`src/logic/srac_params.svh`:
```
`ifndef SRAC_PARAMS_SVH
`define SRAC_PARAMS_SVH

// ****************************************************************
// Mode encodings and reset values.
// ****************************************************************
`define SRAC_MODE_NORMAL      2'h0
`define SRAC_MODE_FORCE_BAT   2'h1
`define SRAC_MODE_OFF_FLOAT   2'h2
`define SRAC_MODE_OFF_PULL    2'h3
`define SRAC_MODE_RESET       2'h0
`define SRAC_REGSEL_TRACK     3'h0
`define SRAC_REGSEL_RESET     3'h0
`define SRAC_VCODE_RESET      5'h00

// ****************************************************************
// Auxiliary output voltage arithmetic in millivolts.
// ****************************************************************
`define SRAC_AUX_BASE_MV      12'h258
`define SRAC_AUX_STEP_MV      12'h064
`define SRAC_AUX_MAX_MV       12'hE74

// ****************************************************************
// Rail tracking arithmetic in millivolts, gain in 1/1000 steps.
// ****************************************************************
`define SRAC_TRACK_GAIN       12'h417
`define SRAC_TRACK_DIV        24'h0003E8
`define SRAC_TRACK_FLOOR_MV   12'hED8

// ****************************************************************
// Current limit fault time.
// ****************************************************************
`define SRAC_ILIM_TIME_NS     1000000
`define SRAC_CLK_PERIOD_NS    10

`endif

```
`src/logic/srac_pkg.sv`:
```
package srac_pkg;

    typedef enum logic [1:0] {
        SRAC_AUX_PULLDOWN = 2'h0,
        SRAC_AUX_REGULATOR = 2'h1,
        SRAC_AUX_SWITCH = 2'h3
    } srac_aux_state_type;

    typedef struct packed {
        logic input_valid;
        logic input_above_uv;
        logic input_above_bat_slp;
        logic input_below_ov;
        logic battery_above_uv;
    } srac_sense_type;

    typedef struct packed {
        logic feed_from_input;
        logic feed_from_battery;
        logic pulldown_on;
    } srac_rail_type;

endpackage : srac_pkg

```
`src/logic/srac_aux_volt.sv`:
```
`timescale 1ns/100ps
`include "srac_params.svh"

module srac_aux_volt (
    // Code in and target out
    input  wire logic [4:0]  code_i,
    output logic      [11:0] target_mv_o
);

    logic [11:0] raw_mv;

    always_comb begin
        raw_mv = `SRAC_AUX_BASE_MV + 12'(code_i) * `SRAC_AUX_STEP_MV;
        if (raw_mv > `SRAC_AUX_MAX_MV) begin
            target_mv_o = `SRAC_AUX_MAX_MV;
        end else begin
            target_mv_o = raw_mv;
        end
    end

endmodule : srac_aux_volt

```
`src/logic/srac_rail_track.sv`:
```
`timescale 1ns/100ps
`include "srac_params.svh"

module srac_rail_track (
    // Battery voltage in and tracking target out
    input  wire logic [11:0] battery_mv_i,
    output logic      [11:0] target_mv_o
);

    logic [23:0] scaled;
    logic [23:0] track_full;
    logic [11:0] track_mv;

    always_comb begin
        scaled     = 24'(battery_mv_i) * 24'(`SRAC_TRACK_GAIN);
        track_full = scaled / `SRAC_TRACK_DIV;
        track_mv   = 12'(track_full);
        if (track_full > 24'(`SRAC_TRACK_FLOOR_MV)) begin
            if (24'(track_mv) != track_full) begin
                // Saturates instead of wrapping past the output range.
                target_mv_o = '1;
            end else begin
                target_mv_o = track_mv;
            end
        end else begin
            target_mv_o = `SRAC_TRACK_FLOOR_MV;
        end
    end

endmodule : srac_rail_track

```
`src/logic/srac_top.sv`:
```
`timescale 1ns/100ps
`include "srac_params.svh"

// Overview of operation
// - Rail mode resets to normal code 00.
// - Normal mode pulls rail down on reset/ship.
// - Mode 01 feeds rail from battery.
// - Mode 01 refused when battery undervoltage.
// - Battery undervoltage in 01 falls to 00.
// - Mode 01 stops charging.
// - Mode 10 floats rail, aux disabled.
// - Mode 11 pulls rail down, aux disabled.
// - Off modes left only by write/button reset.
// - Aux enable and select choose output kind.
// - Aux kind changes only while disabled.
// - Voltage code updates apply immediately.
// - Aux target 0.6V plus 100mV steps, saturating.
// - Disabled aux output gets its pull-down.
// - Current limit held 1 ms sets fault.
// - Rail regulation only with input in window.
// - Tracking target is max(1.047 battery, 3.8V).
// - Always-on supply on except ship mode.
module srac_top
    import srac_pkg::*;
#(
    parameter int ILIM_CYCLES = `SRAC_ILIM_TIME_NS / `SRAC_CLK_PERIOD_NS
) (
    // Clock, reset, enable
    input  wire logic            sys_clk_i,
    input  wire logic            srst_i,
    input  wire logic            clk_en_i,
    // Host configuration
    input  wire logic            mode_wr_i,
    input  wire logic [1:0]      mode_wdata_i,
    input  wire logic            aux_output_enable_i,
    input  wire logic            aux_output_switch_select_i,
    input  wire logic [4:0]      aux_output_voltage_code_i,
    input  wire logic [2:0]      rail_regulation_select_i,
    input  wire logic            fault_clear_i,
    // Device conditions
    input  wire srac_sense_type  sense_i,
    input  wire logic            hw_reset_i,
    input  wire logic            button_reset_i,
    input  wire logic            ship_mode_i,
    input  wire logic            charge_request_i,
    input  wire logic            aux_current_limit_i,
    input  wire logic [11:0]     battery_mv_i,
    // Rail and supply control
    output srac_rail_type        system_rail_o,
    output logic [1:0]           system_rail_mode_o,
    output logic                 charge_enable_o,
    output logic                 rail_regulation_active_o,
    output logic [11:0]          rail_target_mv_o,
    output logic                 always_on_enable_o,
    // Auxiliary output control
    output srac_aux_state_type   aux_state_o,
    output logic                 aux_pulldown_o,
    output logic [11:0]          aux_target_mv_o,
    output logic                 aux_fault_o,
    output logic                 aux_fault_event_o
);

    // ****************************************************************
    // Rail mode field.
    // ****************************************************************
    logic [1:0] mode_reg;
    logic [1:0] mode_next;

    always_comb begin
        mode_next = mode_reg;
        if (button_reset_i) begin
            mode_next = `SRAC_MODE_RESET;
        end else if (mode_wr_i) begin
            if (mode_wdata_i == `SRAC_MODE_FORCE_BAT &&
                !sense_i.battery_above_uv) begin
                mode_next = `SRAC_MODE_NORMAL;
            end else begin
                mode_next = mode_wdata_i;
            end
        end else if (mode_reg == `SRAC_MODE_FORCE_BAT &&
                     !sense_i.battery_above_uv) begin
            mode_next = `SRAC_MODE_NORMAL;
        end
    end

    always_ff @(posedge sys_clk_i) begin
        if (srst_i) begin
            mode_reg <= `SRAC_MODE_RESET;
        end else if (clk_en_i) begin
            mode_reg <= mode_next;
        end
    end

    // ****************************************************************
    // Rail supply selection.
    // ****************************************************************
    srac_rail_type rail_next;
    logic          disconnect;

    always_comb begin
        disconnect = hw_reset_i || ship_mode_i;
        rail_next  = '0;
        case (mode_reg)
            `SRAC_MODE_NORMAL: begin
                if (disconnect) begin
                    rail_next.pulldown_on = 1'b1;
                end else if (sense_i.input_valid) begin
                    rail_next.feed_from_input = 1'b1;
                end else begin
                    rail_next.feed_from_battery = 1'b1;
                end
            end
            `SRAC_MODE_FORCE_BAT: begin
                if (disconnect) begin
                    rail_next.pulldown_on = 1'b1;
                end else begin
                    rail_next.feed_from_battery = 1'b1;
                end
            end
            `SRAC_MODE_OFF_FLOAT: begin
                rail_next = '0;
            end
            default: begin
                rail_next.pulldown_on = 1'b1;
            end
        endcase
    end

    always_ff @(posedge sys_clk_i) begin
        if (srst_i) begin
            system_rail_o      <= '0;
            system_rail_mode_o <= `SRAC_MODE_RESET;
            charge_enable_o    <= 1'b0;
            always_on_enable_o <= 1'b1;
        end else if (clk_en_i) begin
            system_rail_o      <= rail_next;
            system_rail_mode_o <= mode_next;
            charge_enable_o    <= charge_request_i &&
                                  mode_next == `SRAC_MODE_NORMAL;
            always_on_enable_o <= !ship_mode_i;
        end
    end

    // ****************************************************************
    // Rail regulation target.
    // ****************************************************************
    logic [11:0] track_mv;
    logic        reg_window;

    srac_rail_track u_track (
        .battery_mv_i (battery_mv_i),
        .target_mv_o  (track_mv)
    );

    always_comb begin
        reg_window = sense_i.input_above_uv &&
                     sense_i.input_above_bat_slp &&
                     sense_i.input_below_ov;
    end

    always_ff @(posedge sys_clk_i) begin
        if (srst_i) begin
            rail_regulation_active_o <= 1'b0;
            rail_target_mv_o         <= `SRAC_TRACK_FLOOR_MV;
        end else if (clk_en_i) begin
            rail_regulation_active_o <= reg_window &&
                                        rail_next.feed_from_input;
            if (rail_regulation_select_i == `SRAC_REGSEL_TRACK) begin
                rail_target_mv_o <= track_mv;
            end
        end
    end

    // ****************************************************************
    // Auxiliary output mode.
    // ****************************************************************
    logic aux_allowed;
    logic aux_on;

    always_comb begin
        aux_allowed = mode_reg == `SRAC_MODE_NORMAL ||
                      mode_reg == `SRAC_MODE_FORCE_BAT;
        aux_on      = aux_output_enable_i && aux_allowed;
    end

    always_ff @(posedge sys_clk_i) begin
        if (srst_i) begin
            aux_state_o    <= SRAC_AUX_PULLDOWN;
            aux_pulldown_o <= 1'b1;
        end else if (clk_en_i) begin
            if (!aux_on) begin
                aux_state_o    <= SRAC_AUX_PULLDOWN;
                aux_pulldown_o <= 1'b1;
            end else begin
                aux_pulldown_o <= 1'b0;
                if (aux_state_o == SRAC_AUX_PULLDOWN) begin
                    // Kind is latched only when leaving the disabled state.
                    if (aux_output_switch_select_i) begin
                        aux_state_o <= SRAC_AUX_SWITCH;
                    end else begin
                        aux_state_o <= SRAC_AUX_REGULATOR;
                    end
                end
            end
        end
    end

    // ****************************************************************
    // Auxiliary output voltage.
    // ****************************************************************
    logic [11:0] aux_mv;

    srac_aux_volt u_volt (
        .code_i      (aux_output_voltage_code_i),
        .target_mv_o (aux_mv)
    );

    always_ff @(posedge sys_clk_i) begin
        if (srst_i) begin
            aux_target_mv_o <= `SRAC_AUX_BASE_MV;
        end else if (clk_en_i) begin
            aux_target_mv_o <= aux_mv;
        end
    end

    // ****************************************************************
    // Current limit fault timer.
    // ****************************************************************
    logic [31:0] ilim_cnt_reg;
    logic        ilim_expired;

    always_comb begin
        ilim_expired = ilim_cnt_reg >= 32'(ILIM_CYCLES - 1);
    end

    always_ff @(posedge sys_clk_i) begin
        if (srst_i) begin
            ilim_cnt_reg <= '0;
        end else if (clk_en_i) begin
            if (!aux_current_limit_i || aux_state_o == SRAC_AUX_PULLDOWN) begin
                ilim_cnt_reg <= '0;
            end else if (!ilim_expired) begin
                ilim_cnt_reg <= ilim_cnt_reg + 32'h1;
            end
        end
    end

    always_ff @(posedge sys_clk_i) begin
        if (srst_i) begin
            aux_fault_o       <= 1'b0;
            aux_fault_event_o <= 1'b0;
        end else if (clk_en_i) begin
            aux_fault_event_o <= 1'b0;
            if (ilim_expired && aux_current_limit_i &&
                aux_state_o != SRAC_AUX_PULLDOWN) begin
                if (!aux_fault_o) begin
                    aux_fault_event_o <= 1'b1;
                end
                aux_fault_o <= 1'b1;
            end else if (fault_clear_i) begin
                aux_fault_o <= 1'b0;
            end
        end
    end

endmodule : srac_top

```
`config.mk`:
```
export PLATFORM = sky130hd
export DESIGN_NAME = srac_top
export DESIGN_NICKNAME = d
export VERILOG_FILES = /design/src/logic/srac_pkg.sv /design/src/logic/srac_aux_volt.sv /design/src/logic/srac_rail_track.sv /design/src/logic/srac_top.sv
export VERILOG_INCLUDE_DIRS = /design/src /design/src/logic
export SDC_FILE = /design/constraint.sdc
export NUM_CORES = 1
export LEC_CHECK = 0
export BUFFER_PORTS_ARGS = -buffer_cell sky130_fd_sc_hd__buf_2
export CORE_MARGIN = 2
export CORE_UTILIZATION = 39
export CTS_CLUSTER_DIAMETER = 40
export DETAILED_ROUTE_END_ITERATION = 12
export HOLD_SLACK_MARGIN = 0.12
export PLACE_DENSITY_LB_ADDON = 0.05
export RECOVER_POWER = 50
export SYNTH_ARGS = -nofsm -noshare
export SYNTH_HDL_FRONTEND = slang
export SYNTH_SLANG_ARGS = --single-unit
```
`constraint.sdc`:
```
create_clock -name sys_clk_i -period 23.5 [get_ports sys_clk_i]
set_input_delay 0 -clock sys_clk_i [delete_from_list [all_inputs] [get_ports sys_clk_i]]
set_output_delay 0 -clock sys_clk_i [all_outputs]
set_load 0.03 [all_outputs]
```
* Word level (Yosys, flattened, before mapping)
Cells that the tools add are included.
** Storage, ports and cells
- Flip-flop bits (word level) :: 69
- Output and inout port bits :: 37
- Input port bits :: 39
** Cells by class
- Multipliers :: 2
- Div/mod/pow operators :: 1
- $add $sub $neg :: 2
- Eq/ne operators :: 5
- Reductions and logical operators :: 27
- Mux-type cells :: 25
- Order comparisons :: 3
** Operators by type and width (count)
- 2-to-1 mux 32 bit :: 2
- 2-to-1 mux 12 bit :: 3
- adder 32 x 1 -> 32 bit (second input constant) :: 1
- >= comparator 32 x 17 -> 1 bit (second input constant) :: 1
- divider 23 x 10 -> 24 bit (second input constant) :: 1
- > comparator 24 x 12 -> 1 bit (second input constant) :: 1
- multiplier 12 x 11 -> 23 bit (second input constant) :: 1
- 2-to-1 mux 2 bit :: 8
- adder 10 x 12 -> 12 bit (first input constant) :: 1
- > comparator 12 bit (second input constant) :: 1
- nonzero test 12 bit :: 1
- multiplier 5 x 5 -> 10 bit (second input constant) :: 1
- 2-to-1 mux 1 bit :: 10
- logical AND 1 bit :: 9
- AND reduction 2 bit :: 4
- zero test 2 bit :: 3
- == test 2 x 1 -> 1 bit (second input constant) :: 2
- != test 2 x 1 -> 1 bit (second input constant) :: 2
- one-hot mux 1 bit (2 select lines) :: 2
- nonzero test 2 bit :: 2
- zero test 1 bit :: 3
- zero test 3 bit :: 1
- logical OR 1 bit :: 3
- == test 2 bit (second input constant) :: 1
- OR reduction 2 bit :: 1

* Logic depth before layout (Yosys ltp)
Gate-level depths: netlist of run 1.
- Depth in word-level cells :: 7
- Gate-level depth with buffers :: 51
- Gate-level depth less buffers :: 44

* By module
From an unflattened synthesis of run 1, not the netlist that was laid out.
** Unflattened totals
- Cells, all modules :: 1231
- Area, all modules :: 9811.9 sq um
** By module, submodules not included
- srac_rail_track :: cells an instance 821, instances 1, seq. area each 0.0 sq um, area each 6094.6 sq um
- srac_top :: cells an instance 325, instances 1, seq. area each 1381.3 sq um, area each 3012.9 sq um
- srac_aux_volt :: cells an instance 85, instances 1, seq. area each 0.0 sq um, area each 704.4 sq um

* Worst setup path before layout of run 1
No wires, ideal clock.
- Kind :: in2reg
- Start point :: input battery_mv_i[6]
- End point :: register rail_target_mv_o[0]
- Arrival :: 10640 ps
- Cell stages on the path :: 47
- Setup slack :: 12738 ps
- Required time :: 23377 ps
- Path through :: ha_1 -> ha_1 -> inv_1 -> fa_1 -> fa_1 -> fa_1 -> inv_1 -> ha_1 -> buf_2 -> a21o_1 -> a311oi_1 -> nor2_1 -> o31ai_1 -> nand4_2 -> o41ai_4 -> o41ai_4 -> a21oi_4 -> o22ai_2 -> [11 not listed] -> o21ai_2 -> o221ai_1 -> and2_1 -> buf_2 -> a221o_1 -> a32oi_2 -> a21o_1 -> buf_2 -> mux2i_1 -> o211ai_2 -> a2111o_1 -> a31oi_4 -> a211oi_1 -> nor4_1 -> nor2_1 -> a21oi_1 -> nor4bb_1 -> nor2b_1
** On the way
- Longest elaborated chain between the ends :: 5
** Ends and longest elaborated chain
- start, declared :: line srac_top.sv:47 : input wire logic [11:0] battery_mv_i,
- multiplier 12 x 11 -> 23 bit * :: line srac_rail_track.sv:15 : scaled = 24'(battery_mv_i) * 24'(`SRAC_TRACK_GAIN);
- divider 23 x 10 -> 24 bit (no source line) *
- branches (longest 2 deep; another with > comparator 24 x 12 -> 1 bit)
- 2-to-1 mux 12 bit * :: line srac_rail_track.sv:18 : if (track_full > 24'(`SRAC_TRACK_FLOOR_MV)) begin
- end signal, assigned :: line srac_top.sv:164 : rail_target_mv_o <= `SRAC_TRACK_FLOOR_MV;
- end signal, assigned :: line srac_top.sv:169 : rail_target_mv_o <= track_mv;
- end, declared :: line srac_top.sv:53 : output logic [11:0] rail_target_mv_o,
Mark *: on every way between the ends.
A chain may end at the register's enable or synchronous reset.

* Final worst setup path of run 1
- Start point :: input battery_mv_i[11]
- End point :: register rail_target_mv_o[0]
Same word-level chain as after synthesis.

==> load_flow_metrics.sql, run 1 <==
INSERT INTO impl_metrics (metric_group, metric, value, unit) VALUES
('clock_network', 'clk_pin_slew_worst_paths', '0.05', 'ns'),
('critical_path', 'critical_path.slowest_cell', 'sky130_fd_sc_hd__xnor2_1', ''),
('timing', 'timing_max_transition_violations_final', '0', ''),
('final_layout', 'num-nets-final', '1362', ''),
('floorplanning', 'fp.dieArea', '24050', 'um2'),
('placed_design', 'port-buffer-count', '73', ''),
('critical_path', 'crit_path_max_incr_delay', '0.77', 'ns'),
('timing', 'timing.final.crit_period', '13.16', 'ns'),
('timing', 'slew_headroom', '30.56', '%'),
('critical_path', 'cp_common_cell', 'sky130_fd_sc_hd__mux2i_1', ''),
('critical_path', 'arrival_time_at_the_worst_endpoint', '13.37', 'ns'),
('drt', 'detailedRoute.firstPassIterationCount', '5', ''),
('timing', 'setup_clock_skew_after_layout', '0.007610', 'ns'),
('critical_path', 'cp.depth', '43', ''),
('grt', 'aggregate_global_routing_overflow', '0', ''),
('logic_synthesis', 'netlist.top_cell.by_area', 'sky130_fd_sc_hd__dfxtp_1', ''),
('clock_network', 'clock_tree.htree_level_count', '3', ''),
('drt', 'first_iter_violations', '625', ''),
('job', 'cap_viol_max_count', '0', ''),
('timing', 'clock.fmax', '76.01', 'MHz'),
('final_layout', 'diodes', '0', ''),
('min_path', 'holdPathStages', '5', ''),
('logic_synthesis', 'synth_area_leaders', 'sky130_fd_sc_hd__dfxtp_1 15%, sky130_fd_sc_hd__ha_1 12%, sky130_fd_sc_hd__fa_1 5.4%', ''),
('final_layout', 'fillers', '2297', ''),
('logic_synthesis', 'number_of_enable_type_register_cells_in_the_synthesized_netlist', '0', ''),
('logic_synthesis', 'synth_async_sr_flop_share', '0', '%'),
('drt', 'post_drt_via_cell_ratio', '5.728', ''),
('clock_network', 'clock_tree.buffer_depth', '2', ''),
('logic_synthesis', 'synthesis.yosys.warnings', '0', ''),
('floorplanning', 'die_width', '155.1', 'um'),
('timing', 'final_tns_setup', '0', 'ns'),
('clock_network', 'numCtsBuffers', '9', ''),
('timing', 'min_period_over_period', '55.99', '%'),
('critical_path', 'timing.critical_path.buf_inv', '4', ''),
('clock_network', 'cts_tree', 'built', ''),
('critical_path', 'critical_path_start_type', 'input pin', ''),
('timing', 'report.final.setup_viol', '0', ''),
('logic_synthesis', 'register_area_share_after_synthesis', '15.06', '%'),
('drt', 'detail_route.wirelength', '24.38', 'mm'),
('critical_path', 'setup.worst_path.end_class', 'register', ''),
('final_layout', 'max_reg_flops', '32', ''),
('drt', 'post-route-drc-count', '0', ''),
('logic_synthesis', 'cell_area_after_synthesis', '8904', 'um2'),
('drt', 'antenna_left', '0', ''),
('floorplanning', 'initial_utilization', '39.57', '%'),
('logic_synthesis', 'number_of_cells_produced_by_synthesis', '1151', ''),
('clock_network', 'worst_skew_pair.late_latency', '0.33', 'ns'),
('floorplanning', 'design.core.area', '22500', 'um2'),
('drt', 'route.detailed.wl_per_inst', '16.19', 'um'),
('grt', 'grt_pass1_wl', '40.35', 'mm'),
('clock_network', 'clock-root-buffer', 'sky130_fd_sc_hd__clkbuf_16', ''),
('critical_path', 'worstRegToRegCells', '13', ''),
('grt', 'grt_max_degree', '31', ''),
('placed_design', 'dp.final_hpwl', '19.46', 'mm'),
('critical_path', 'rrSetupSlack', '20.14', 'ns'),
('logic_synthesis', 'synth_largest_type_area_fraction', '15.06', '%'),
('grt', 'grt_antenna_before_repair', '0', ''),
('logic_synthesis', 'yosysUniqueCellTypes', '109', ''),
('logic_synthesis', 'synthesis.area_per_instance', '7.735', 'um2'),
('grt', 'gr-usage-all-layers', '20.17', '%'),
('logic_synthesis', 'synth_flop_cell', 'sky130_fd_sc_hd__dfxtp_1', ''),
('critical_path', 'worst_path_max_fanout', '17', ''),
('logic_synthesis', 'ys_ff_latch', '67', ''),
('final_layout', 'layout-area-overhead-vs-synth', '11.30', '%'),
('grt', 'grt_pass1_vias', '7988', ''),
('floorplanning', 'die_h', '155.1', 'um'),
('timing', 'grt_setup_unrepaired', 'false', ''),
('final_layout', 'drive_above_1_share', '9.255', '%'),
('timing', 'worst-slew-pin-transition', '1.042', 'ns'),
('clock_network', 'cts.sink_count', '67', ''),
('critical_path', 'worstSetupPathType', 'in -> reg', ''),
('outcome', 'run_status', 'complete, no violations', ''),
('min_path', 'holdCritPathClass', 'in -> reg', ''),
('placed_design', 'globalplace.congestion', '0.8899', ''),
('critical_path', 'worst_path_dominant_cell_family', 'compound AO/OA/AOI/OAI gates', ''),
('critical_path', 'critPathRequiredTime', '23.71', 'ns'),
('drt', 'routed-via-count', '8626', ''),
('floorplanning', 'placement_rows', '55', ''),
('floorplanning', 'boundaryPins', '76', ''),
('timing', 'timing.final.hold_violations', '0', '');
## synth_stat cells (all sizes together), types with 9 or more instances
cell type and number:
a211oi 22, a21o 14, a21oi 81, a22oi 10
a31oi 18, and2 14, and3 21, and4 9
buf 21, clkbuf 25, dfxtp 67, fa 24
ha 83, inv 98, mux2i 16, nand2 108
nand3 37, nand4 15, nor2 99, nor3 30
nor4 15, o211ai 14, o21a 10, o21ai 62
o22ai 10, o31ai 11, or3 11, xnor2 41
xor2 29
## tightest hold or removal path, cell delays in order
cell                       delay, ns
sky130_fd_sc_hd__buf_2          0.09
sky130_fd_sc_hd__inv_1          0.04
sky130_fd_sc_hd__a211oi_1       0.08
sky130_fd_sc_hd__mux2i_1        0.15
sky130_fd_sc_hd__nor2_1         0.05
## through the flow
stage	util (%)	std cells	hold WS (ns)	setup slack [ns]	area (um2)
after floorplan	-	1152	0.1023	12.74	8907
after global placement	42.02	1470	0.2486	10.12	9457
after detailed placement	42.02	1470	0.2602	10.19	9457
after CTS	44.26	1506	0.1240	10.50	9960
after global routing	44.04	1506	0.1996	9.173	9910
final	44.04	1506	0.1326	10.34	9910
## timing repair
action                    4_1_cts  5_1_grt
setup buffers                   0        0
hold endpoints to repair       21        0
resized for setup               0        0
hold buffers                   20        0
## area by class of cell
| cell class | count | area (um2) | area share (%) |
|---|---|---|---|
| timing repair buffer | 99 | 560.5 | 5.657 |
| inverter | 98 | 367.9 | 3.712 |
| clock buffer | 10 | 239.0 | 2.412 |
| tap | 285 | 356.6 | 3.598 |
| sequential | 67 | 1341 | 13.54 |
| multi-input combinational | 941 | 6980 | 70.44 |
| clock inverter | 6 | 63.81 | 0.6439 |
## worst paths after layout
kind | from | endpoint
setup reg to reg | ilim_cnt_reg[0] | ilim_cnt_reg[18]
hold reg to reg | rail_target_mv_o[9] | rail_target_mv_o[9]
setup / recovery | battery_mv_i[11] | rail_target_mv_o[0]
hold / removal | sense_i[0] | system_rail_mode_o[0]
## layer usage
metal	vias to the layer above	routed length, um	global-route usage, %
met5	-	0	0
met4	0	317	3.880
met3	29	790	2.201
met2	179	11190	32.74
met1	4032	12090	29.04
li1	4386	-	-
## layout by cell type, fill, tap and decap left out, types with 16 or more instances in the layout
cell                              n
sky130_fd_sc_hd__dlygate4sd3_1   20
sky130_fd_sc_hd__fa_1            24
sky130_fd_sc_hd__xor2_1          28
sky130_fd_sc_hd__buf_2           36
sky130_fd_sc_hd__xnor2_1         40
sky130_fd_sc_hd__a31oi_1         16
sky130_fd_sc_hd__nand2_1        107
sky130_fd_sc_hd__inv_1           98
sky130_fd_sc_hd__nor2_1          99
sky130_fd_sc_hd__o21ai_0         46
sky130_fd_sc_hd__clkbuf_1        38
sky130_fd_sc_hd__ha_1            83
sky130_fd_sc_hd__nand3_1         36
sky130_fd_sc_hd__dfxtp_1         67
sky130_fd_sc_hd__nor3_1          26
sky130_fd_sc_hd__a211oi_1        18
sky130_fd_sc_hd__mux2i_1         16
sky130_fd_sc_hd__a21oi_1         77
sky130_fd_sc_hd__and3_1          21
## cells by family (layout without fill, tap and decap cells)
kind of cell | Yosys count | in the layout | synth area share [%]
xor gates and xnor gates | 70 | 70 | 7.055
DFF | 67 | 67 | 15.06
AOI/OAI and AO/OA | 353 | 353 | 30.23
and+or+nand+nor | 388 | 388 | 21.57
other | 1 | 2 | 0.04212
buffers and inverters | 144 | 213 | 6.577
muxes | 19 | 19 | 2.178
adders and majority gates | 109 | 109 | 17.29
Power of run 1 is not shown: default switching activity piles up to over one toggle a cycle in this logic, so the estimate is an artifact.
==> inputs of run 2 (changes only) <==
Clock period 23.5 ns to 13.4 ns, I/O delays scaled along.
==> run 2 against run 1 <==
Die area unchanged. Routed wire length down 0.82%. Via count is essentially flat. Cell count up 0.33%. First-iteration DRC count is 10% lower. Clock-buffer cell count stayed put. Register-to-register slack got worse by 10 ns. Utilization rose by 0.35 points. Non-clock buffer count is 5 higher.
==> load_flow_metrics.sql, run 2 (synthesized netlist as in run 1, its figures left out) <==
INSERT INTO impl_metrics (metric_group, metric, value, unit) VALUES
('outcome', 'run_status', 'complete, no violations', ''),
('clock_network', 'cts.sink_count', '67', ''),
('placed_design', 'port-buffer-count', '73', ''),
('final_layout', 'num-nets-final', '1367', ''),
('floorplanning', 'die_h', '155.1', 'um'),
('critical_path', 'timing.critical_path.to', 'rail_target_mv_o[0]', ''),
('critical_path', 'crit-reg2reg-capture', 'ilim_cnt_reg[18]', ''),
('clock_network', 'clock-root-buffer', 'sky130_fd_sc_hd__clkbuf_16', ''),
('critical_path', 'arrival_time_at_the_worst_endpoint', '12.59', 'ns'),
('grt', 'aggregate_global_routing_overflow', '0', ''),
('placed_design', 'globalplace.congestion', '0.8844', ''),
('floorplanning', 'placement_rows', '55', ''),
('grt', 'grt_antenna_before_repair', '0', ''),
('drt', 'detail_route.wirelength', '24.18', 'mm'),
('timing', 'report.final.setup_viol', '0', ''),
('timing', 'fin_worst_hold_slack', '0.1729', 'ns'),
('timing', 'grt_setup_unrepaired', 'false', ''),
('critical_path', 'cp.depth', '45', ''),
('clock_network', 'worst_skew_pair.late_latency', '0.32', 'ns'),
('grt', 'gr-usage-all-layers', '20.17', '%'),
('timing', 'fin_ws', '1.017', 'ns'),
('drt', 'post_drt_via_cell_ratio', '5.713', ''),
('clock_network', 'clock_tree.htree_level_count', '3', ''),
('floorplanning', 'fp.dieArea', '24050', 'um2'),
('critical_path', 'crit_path_max_incr_delay', '0.66', 'ns'),
('placed_design', 'worst_setup_slack_before_clock_tree_synthesis', '0.3540', 'ns'),
('timing', 'timing.final.crit_period', '12.38', 'ns'),
('clock_network', 'clock_tree.buffer_depth', '2', ''),
('floorplanning', 'boundaryPins', '76', ''),
('drt', 'first_iter_violations', '560', ''),
('final_layout', 'mostFrequentLayoutCells', '107 x sky130_fd_sc_hd__nand2_1, 99 x sky130_fd_sc_hd__nor2_1, 98 x sky130_fd_sc_hd__inv_1, 83 x sky130_fd_sc_hd__ha_1, 77 x sky130_fd_sc_hd__a21oi_1', ''),
('timing', 'timing.final.hold_violations', '0', ''),
('final_layout', 'final_core_util', '44.39', '%'),
('critical_path', 'timing.critical_path.buf_inv', '5', ''),
('drt', 'antenna_left', '0', ''),
('final_layout', 'diodes', '0', ''),
('critical_path', 'worstSetupPathType', 'in -> reg', ''),
('floorplanning', 'design.core.area', '22500', 'um2'),
('critical_path', 'worst_path_dominant_cell_family', 'compound AO/OA/AOI/OAI gates', ''),
('drt', 'route.detailed.wl_per_inst', '16.00', 'um'),
('critical_path', 'critical_path_start_type', 'input pin', ''),
('timing', 'worst-slew-pin-transition', '1.059', 'ns'),
('critical_path', 'worst_path_max_fanout', '11', ''),
('critical_path', 'critPathRequiredTime', '13.60', 'ns'),
('grt', 'grt_max_degree', '31', ''),
('clock_network', 'numCtsBuffers', '9', ''),
('job', 'cap_viol_max_count', '0', ''),
('floorplanning', 'die_width', '155.1', 'um'),
('critical_path', 'critical_path.slowest_cell', 'sky130_fd_sc_hd__o41ai_4', ''),
('final_layout', 'layout-area-overhead-vs-synth', '12.18', '%'),
('drt', 'routed-via-count', '8632', ''),
('final_layout', 'fillers', '2307', ''),
('clock_network', 'cts_setup_buffers', '0', ''),
('clock_network', 'cts_tree', 'built', ''),
('critical_path', 'worstSetupStartpoint', 'battery_mv_i[5]', ''),
('timing', 'timing_max_transition_violations_final', '0', ''),
('critical_path', 'setup.worst_path.end_class', 'register', ''),
('timing', 'final_tns_setup', '0', 'ns'),
('final_layout', 'drive_above_1_share', '10.11', '%'),
('drt', 'detailedRoute.firstPassIterationCount', '5', ''),
('clock_network', 'clk_pin_slew_worst_paths', '0.05', 'ns'),
('timing', 'setup_clock_skew_after_layout', '0.008243', 'ns'),
('critical_path', 'worstRegToRegCells', '13', ''),
('critical_path', 'rrSetupSlack', '10.04', 'ns'),
('final_layout', 'max_reg_flops', '32', ''),
('final_layout', 'layout.cells.most_common', 'sky130_fd_sc_hd__nand2_1', ''),
('timing', 'slew_headroom', '28.89', '%'),
('grt', 'grt_pass1_vias', '8093', ''),
('timing', 'min_period_over_period', '92.41', '%'),
('critical_path', 'critical_path.reg2reg.startpoint', 'ilim_cnt_reg[0]', ''),
('placed_design', 'dp.final_hpwl', '19.42', 'mm'),
('min_path', 'holdCritPathClass', 'in -> reg', ''),
('drt', 'post-route-drc-count', '0', ''),
('grt', 'grt_pass1_wl', '40.59', 'mm'),
('floorplanning', 'initial_utilization', '39.57', '%'),
('timing', 'clock.fmax', '80.76', 'MHz');
## run 2: changes by cell type in the layout (fill, tap and decap cells not counted), sizes merged
cell / change
dlygate4sd3: -1
clkinvlp: -1
clkbuf: -1
inv: -1
buf: +7
clkinv: +2
## run 2: timing repair
item                       in CTS  in global routing
setup endpoints to repair       0                  3
hold endpoints to repair       20                  0
hold buffers                   19                  0
resized for setup               0                  8
## run 2: cell type report
| type | count | area, um2 | share of cell area [%] |
|---|---|---|---|
| clock buffer | 10 | 239.0 | 2.393 |
| clock inverter | 6 | 65.06 | 0.6514 |
| inverter | 98 | 367.9 | 3.683 |
| multi-input combinational | 941 | 7019 | 70.27 |
| sequential | 67 | 1341 | 13.43 |
| tap | 285 | 356.6 | 3.570 |
| timing repair buffer | 104 | 599.3 | 6.000 |
## run 2: worst min path at each step
stage,cells past startpoint,end,start
6_report,5,rail_target_mv_o[7],rail_regulation_select_i[2]
5_1_grt,5,rail_target_mv_o[7],rail_regulation_select_i[0]
4_1_cts,3,system_rail_mode_o[1],clk_en_i
3_5_place_dp,3,charge_enable_o,charge_request_i
3_3_place_gp,3,charge_enable_o,charge_request_i
2_1_floorplan,1,rail_target_mv_o[11],srst_i
## run 2: tightest hold or removal path, cell delays in order
cell	delay [ns]
sky130_fd_sc_hd__buf_2	0.08
sky130_fd_sc_hd__nor4_1	0.03
sky130_fd_sc_hd__buf_4	0.15
sky130_fd_sc_hd__o32ai_1	0.12
sky130_fd_sc_hd__nand2_1	0.06
## run 2: metrics by stage
stage	instance area [um2]	cells
after floorplan	8907	1152
after global placement	9502	1476
after detailed placement	9502	1476
after CTS	9996	1511
after global routing	9988	1511
final	9988	1511
## run 2: metal layers
layer  up-vias  GRT usage, %  routed length [um]
met3        28         2.228                 790
met4         0         3.792                 372
li1       4390             -                   -
met5         -             0                   0
met1      4023         29.25               12040
met2       191         32.53               10980
Power of run 2 is left out for the same reason.
==> inputs of run 3 (changes only) <==
Settings changed: GPL_ROUTABILITY_DRIVEN set to 1, SLEW_MARGIN set to 20, SYNTH_HIERARCHICAL set to 1.
==> run 3 against run 2 <==
The run now ends with capacitance limit, slew limit left. Sequential cell count is 2 higher. Global-route usage is 0.53 points lower. Fmax is 0.11% higher. Non-clock buffer count is 8 lower. Die area is 9.9% higher. Area after synthesis is 10% higher. Worst hold slack worse by 0.052 ns. Via count is 8.2% higher. Register-to-register slack better by 0.99 ns. Synthesized cell count is 7.0% higher. Critical endpoint unchanged.
==> load_flow_metrics.sql, run 3 <==
INSERT INTO impl_metrics (metric_group, metric, value, unit) VALUES
('timing', 'min_period_over_period', '92.31', '%'),
('floorplanning', 'placement_rows', '58', ''),
('critical_path', 'critPathRequiredTime', '13.65', 'ns'),
('logic_synthesis', 'register_area_share_after_synthesis', '14.08', '%'),
('min_path', 'holdCritPathClass', 'in -> reg', ''),
('placed_design', 'globalplace.congestion', '0.8497', ''),
('grt', 'grt_max_degree', '47', ''),
('critical_path', 'critical_path.reg2reg.startpoint', 'ilim_cnt_reg[17]', ''),
('critical_path', 'crit-reg2reg-capture', 'ilim_cnt_reg[9]', ''),
('clock_network', 'worst_skew_pair.late_latency', '0.33', 'ns'),
('timing', 'grt_setup_unrepaired', 'false', ''),
('placed_design', 'port-buffer-count', '75', ''),
('logic_synthesis', 'synth.most_common_cell', 'sky130_fd_sc_hd__nand2_1', ''),
('final_layout', 'layout-area-overhead-vs-synth', '10.35', '%'),
('clock_network', 'numCtsBuffers', '9', ''),
('drt', 'detail_route.wirelength', '26.17', 'mm'),
('drt', 'detailedRoute.firstPassIterationCount', '5', ''),
('timing', 'worst-slew-pin-transition', '2.117', 'ns'),
('drt', 'first_iter_violations', '689', ''),
('logic_synthesis', 'synth_flop_cell', 'sky130_fd_sc_hd__dfxtp_1', ''),
('final_layout', 'num-nets-final', '1440', ''),
('logic_synthesis', 'synth-xor-area-share', '4.756', '%'),
('floorplanning', 'initial_utilization', '39.30', '%'),
('drt', 'routed-via-count', '9341', ''),
('grt', 'gr-usage-all-layers', '19.64', '%'),
('final_layout', 'fillers', '2573', ''),
('logic_synthesis', 'number_of_cells_produced_by_synthesis', '1231', ''),
('critical_path', 'setup.worst_path.end_class', 'register', ''),
('drt', 'antenna_left', '0', ''),
('clock_network', 'cts.sink_count', '69', ''),
('timing', 'timing_max_transition_violations_final', '47', ''),
('grt', 'grt_pass1_vias', '8756', ''),
('logic_synthesis', 'dominant_combinational_cell_family_by_area_after_synthesis', 'compound AO/OA/AOI/OAI gates', ''),
('final_layout', 'max_reg_flops', '32', ''),
('final_layout', 'drive_above_1_share', '12.09', '%'),
('critical_path', 'timing.critical_path.to', 'rail_target_mv_o[0]', ''),
('drt', 'route.detailed.wl_per_inst', '16.07', 'um'),
('logic_synthesis', 'synth_async_sr_flop_share', '0', '%'),
('logic_synthesis', 'synth_compound_area_share', '31.41', '%'),
('clock_network', 'clock_tree.htree_level_count', '3', ''),
('clock_network', 'cts_tree', 'built', ''),
('drt', 'post_drt_via_cell_ratio', '5.734', ''),
('grt', 'grt_antenna_before_repair', '0', ''),
('outcome', 'run_status', 'finished with violations', ''),
('clock_network', 'clk_pin_slew_worst_paths', '0.06', 'ns'),
('outcome', 'violations', 'capacitance limit, slew limit', ''),
('final_layout', 'layout.cells.most_common', 'sky130_fd_sc_hd__nand2_1', ''),
('logic_synthesis', 'netlist.top_cell.by_area', 'sky130_fd_sc_hd__dfxtp_1', ''),
('timing', 'setup_clock_skew_after_layout', '0.005499', 'ns'),
('logic_synthesis', 'ys_ff_latch', '69', ''),
('logic_synthesis', 'yosys-top-cells-count', '97 x sky130_fd_sc_hd__nand2_1, 91 x sky130_fd_sc_hd__inv_1, 83 x sky130_fd_sc_hd__ha_1', ''),
('timing', 'slew_headroom', '-41.11', '%'),
('critical_path', 'arrival_time_at_the_worst_endpoint', '12.61', 'ns'),
('critical_path', 'crit_path_max_incr_delay', '0.54', 'ns'),
('floorplanning', 'boundaryPins', '76', ''),
('critical_path', 'cp_common_cell', 'sky130_fd_sc_hd__ha_1', ''),
('clock_network', 'clock-root-buffer', 'sky130_fd_sc_hd__clkbuf_16', ''),
('job', 'cap_viol_max_count', '1', ''),
('logic_synthesis', 'synth_area_leaders', 'sky130_fd_sc_hd__dfxtp_1 14%, sky130_fd_sc_hd__ha_1 11%, sky130_fd_sc_hd__fa_1 4.9%', ''),
('timing', 'timing.final.crit_period', '12.37', 'ns'),
('logic_synthesis', 'yosysUniqueCellTypes', '124', ''),
('logic_synthesis', 'synthesis.area_per_instance', '7.971', 'um2'),
('critical_path', 'critical_path_start_type', 'input pin', ''),
('critical_path', 'rrSetupSlack', '11.03', 'ns'),
('logic_synthesis', 'synthSimpleGateAreaFrac', '23.27', '%'),
('placed_design', 'dp.final_hpwl', '20.71', 'mm'),
('logic_synthesis', 'number_of_enable_type_register_cells_in_the_synthesized_netlist', '0', ''),
('clock_network', 'clock_tree.buffer_depth', '2', ''),
('critical_path', 'worst_path_max_fanout', '11', ''),
('logic_synthesis', 'cell_area_after_synthesis', '9812', 'um2'),
('timing', 'clock.fmax', '80.85', 'MHz'),
('timing', 'report.final.setup_viol', '0', ''),
('grt', 'aggregate_global_routing_overflow', '0', ''),
('logic_synthesis', 'muxShareOfSynthArea', '4.642', '%'),
('floorplanning', 'design.core.area', '24960', 'um2'),
('timing', 'timing.final.hold_violations', '0', ''),
('floorplanning', 'die_width', '162.6', 'um'),
('drt', 'post-route-drc-count', '0', ''),
('logic_synthesis', 'synthAdderAreaFrac', '15.79', '%'),
('floorplanning', 'fp.dieArea', '26440', 'um2'),
('grt', 'grt_pass1_wl', '43.74', 'mm'),
('critical_path', 'worstSetupPathType', 'in -> reg', ''),
('critical_path', 'worstSetupStartpoint', 'battery_mv_i[10]', ''),
('timing', 'final_tns_setup', '0', 'ns'),
('final_layout', 'diodes', '0', ''),
('critical_path', 'worstRegToRegCells', '5', ''),
('critical_path', 'critical_path.slowest_cell', 'sky130_fd_sc_hd__fa_1', ''),
('logic_synthesis', 'synthesis.yosys.warnings', '6', ''),
('final_layout', 'mostFrequentLayoutCells', '97 x sky130_fd_sc_hd__nand2_1, 91 x sky130_fd_sc_hd__inv_1, 83 x sky130_fd_sc_hd__ha_1, 81 x sky130_fd_sc_hd__nor2_1, 69 x sky130_fd_sc_hd__dfxtp_1', ''),
('floorplanning', 'die_h', '162.6', 'um'),
('logic_synthesis', 'synth_largest_type_area_fraction', '14.08', '%');
run 3: through the flow:
step / area [um2] / hold slack [ns] / instances / utilization [%] / setup WS [ns]
final: 10830 / 0.1211 / 1629 / 43.37 / 1.031
after global routing: 10830 / 0.1916 / 1629 / 43.37 / 0.04530
after CTS: 10870 / 0.1212 / 1629 / 43.55 / 1.105
after detailed placement: 10440 / 0.2962 / 1600 / 41.83 / 0.7854
after global placement: 10440 / 0.2992 / 1600 / 41.83 / 0.5580
after floorplan: 9823 / 0.1811 / 1234 / - / 2.340
run 3: worst min path at each step:
stage | start | to | cells after the start
after floorplan | charge_request_i | charge_enable_o | 2
after global placement | aux_output_switch_select_i | aux_state_o[1] | 3
after detailed placement | aux_output_switch_select_i | aux_state_o[1] | 3
after CTS | hw_reset_i | system_rail_o[0] | 5
after global routing | aux_output_voltage_code_i[1] | aux_target_mv_o[3] | 3
final | aux_output_voltage_code_i[1] | aux_target_mv_o[3] | 3
run 3: per-layer routing:
metal / part of all wire, % / global-route usage, % / up-vias
met5: 0 / 0 / -
met4: 1.5 / 4.385 / 0
met3: 3.3 / 1.299 / 29
met2: 46 / 33.42 / 205
met1: 49 / 27.29 / 4362
li1: - / - / 4745
run 3: cells by family (layout without fill, tap and decap cells):
kind of cell / after synthesis / in the layout
other: 2 / 5
DFF: 69 / 69
buffers and inverters: 139 / 204
xor gates and xnor gates: 49 / 49
muxes: 43 / 43
adders and majority gates: 110 / 110
and+or+nand+nor: 420 / 420
AOI/OAI and AO/OA: 399 / 399
run 3: worst max-delay path, delay by kind of cell:
family / cells / cell delay, ns
mux: 2 / 0.58
fa+ha+maj: 6 / 2.38
compound gates: 25 / 7.10
buf+inv: 3 / 0.31
xor+xnor: 1 / 0.23
simple gates: 7 / 1.97
run 3: layout make-up:
type | instances | area (um2) | area share [%]
Multi-Input combinational cell | 1026 | 7874 | 72.72
Tap cell | 330 | 412.9 | 3.813
Clock buffer | 9 | 225.2 | 2.080
Sequential cell | 69 | 1381 | 12.76
Timing Repair Buffer | 96 | 514.2 | 4.749
Inverter | 92 | 345.3 | 3.189
Clock inverter | 7 | 75.07 | 0.6933
run 3: repair_timing:
action	in CTS	in global routing
hold buffers	13	0
buffers inserted	0	0
setup endpoints to repair	0	1
resized for setup	0	1
endpoints found under the hold margin	12	0
Power of run 3 is left out for the same reason.
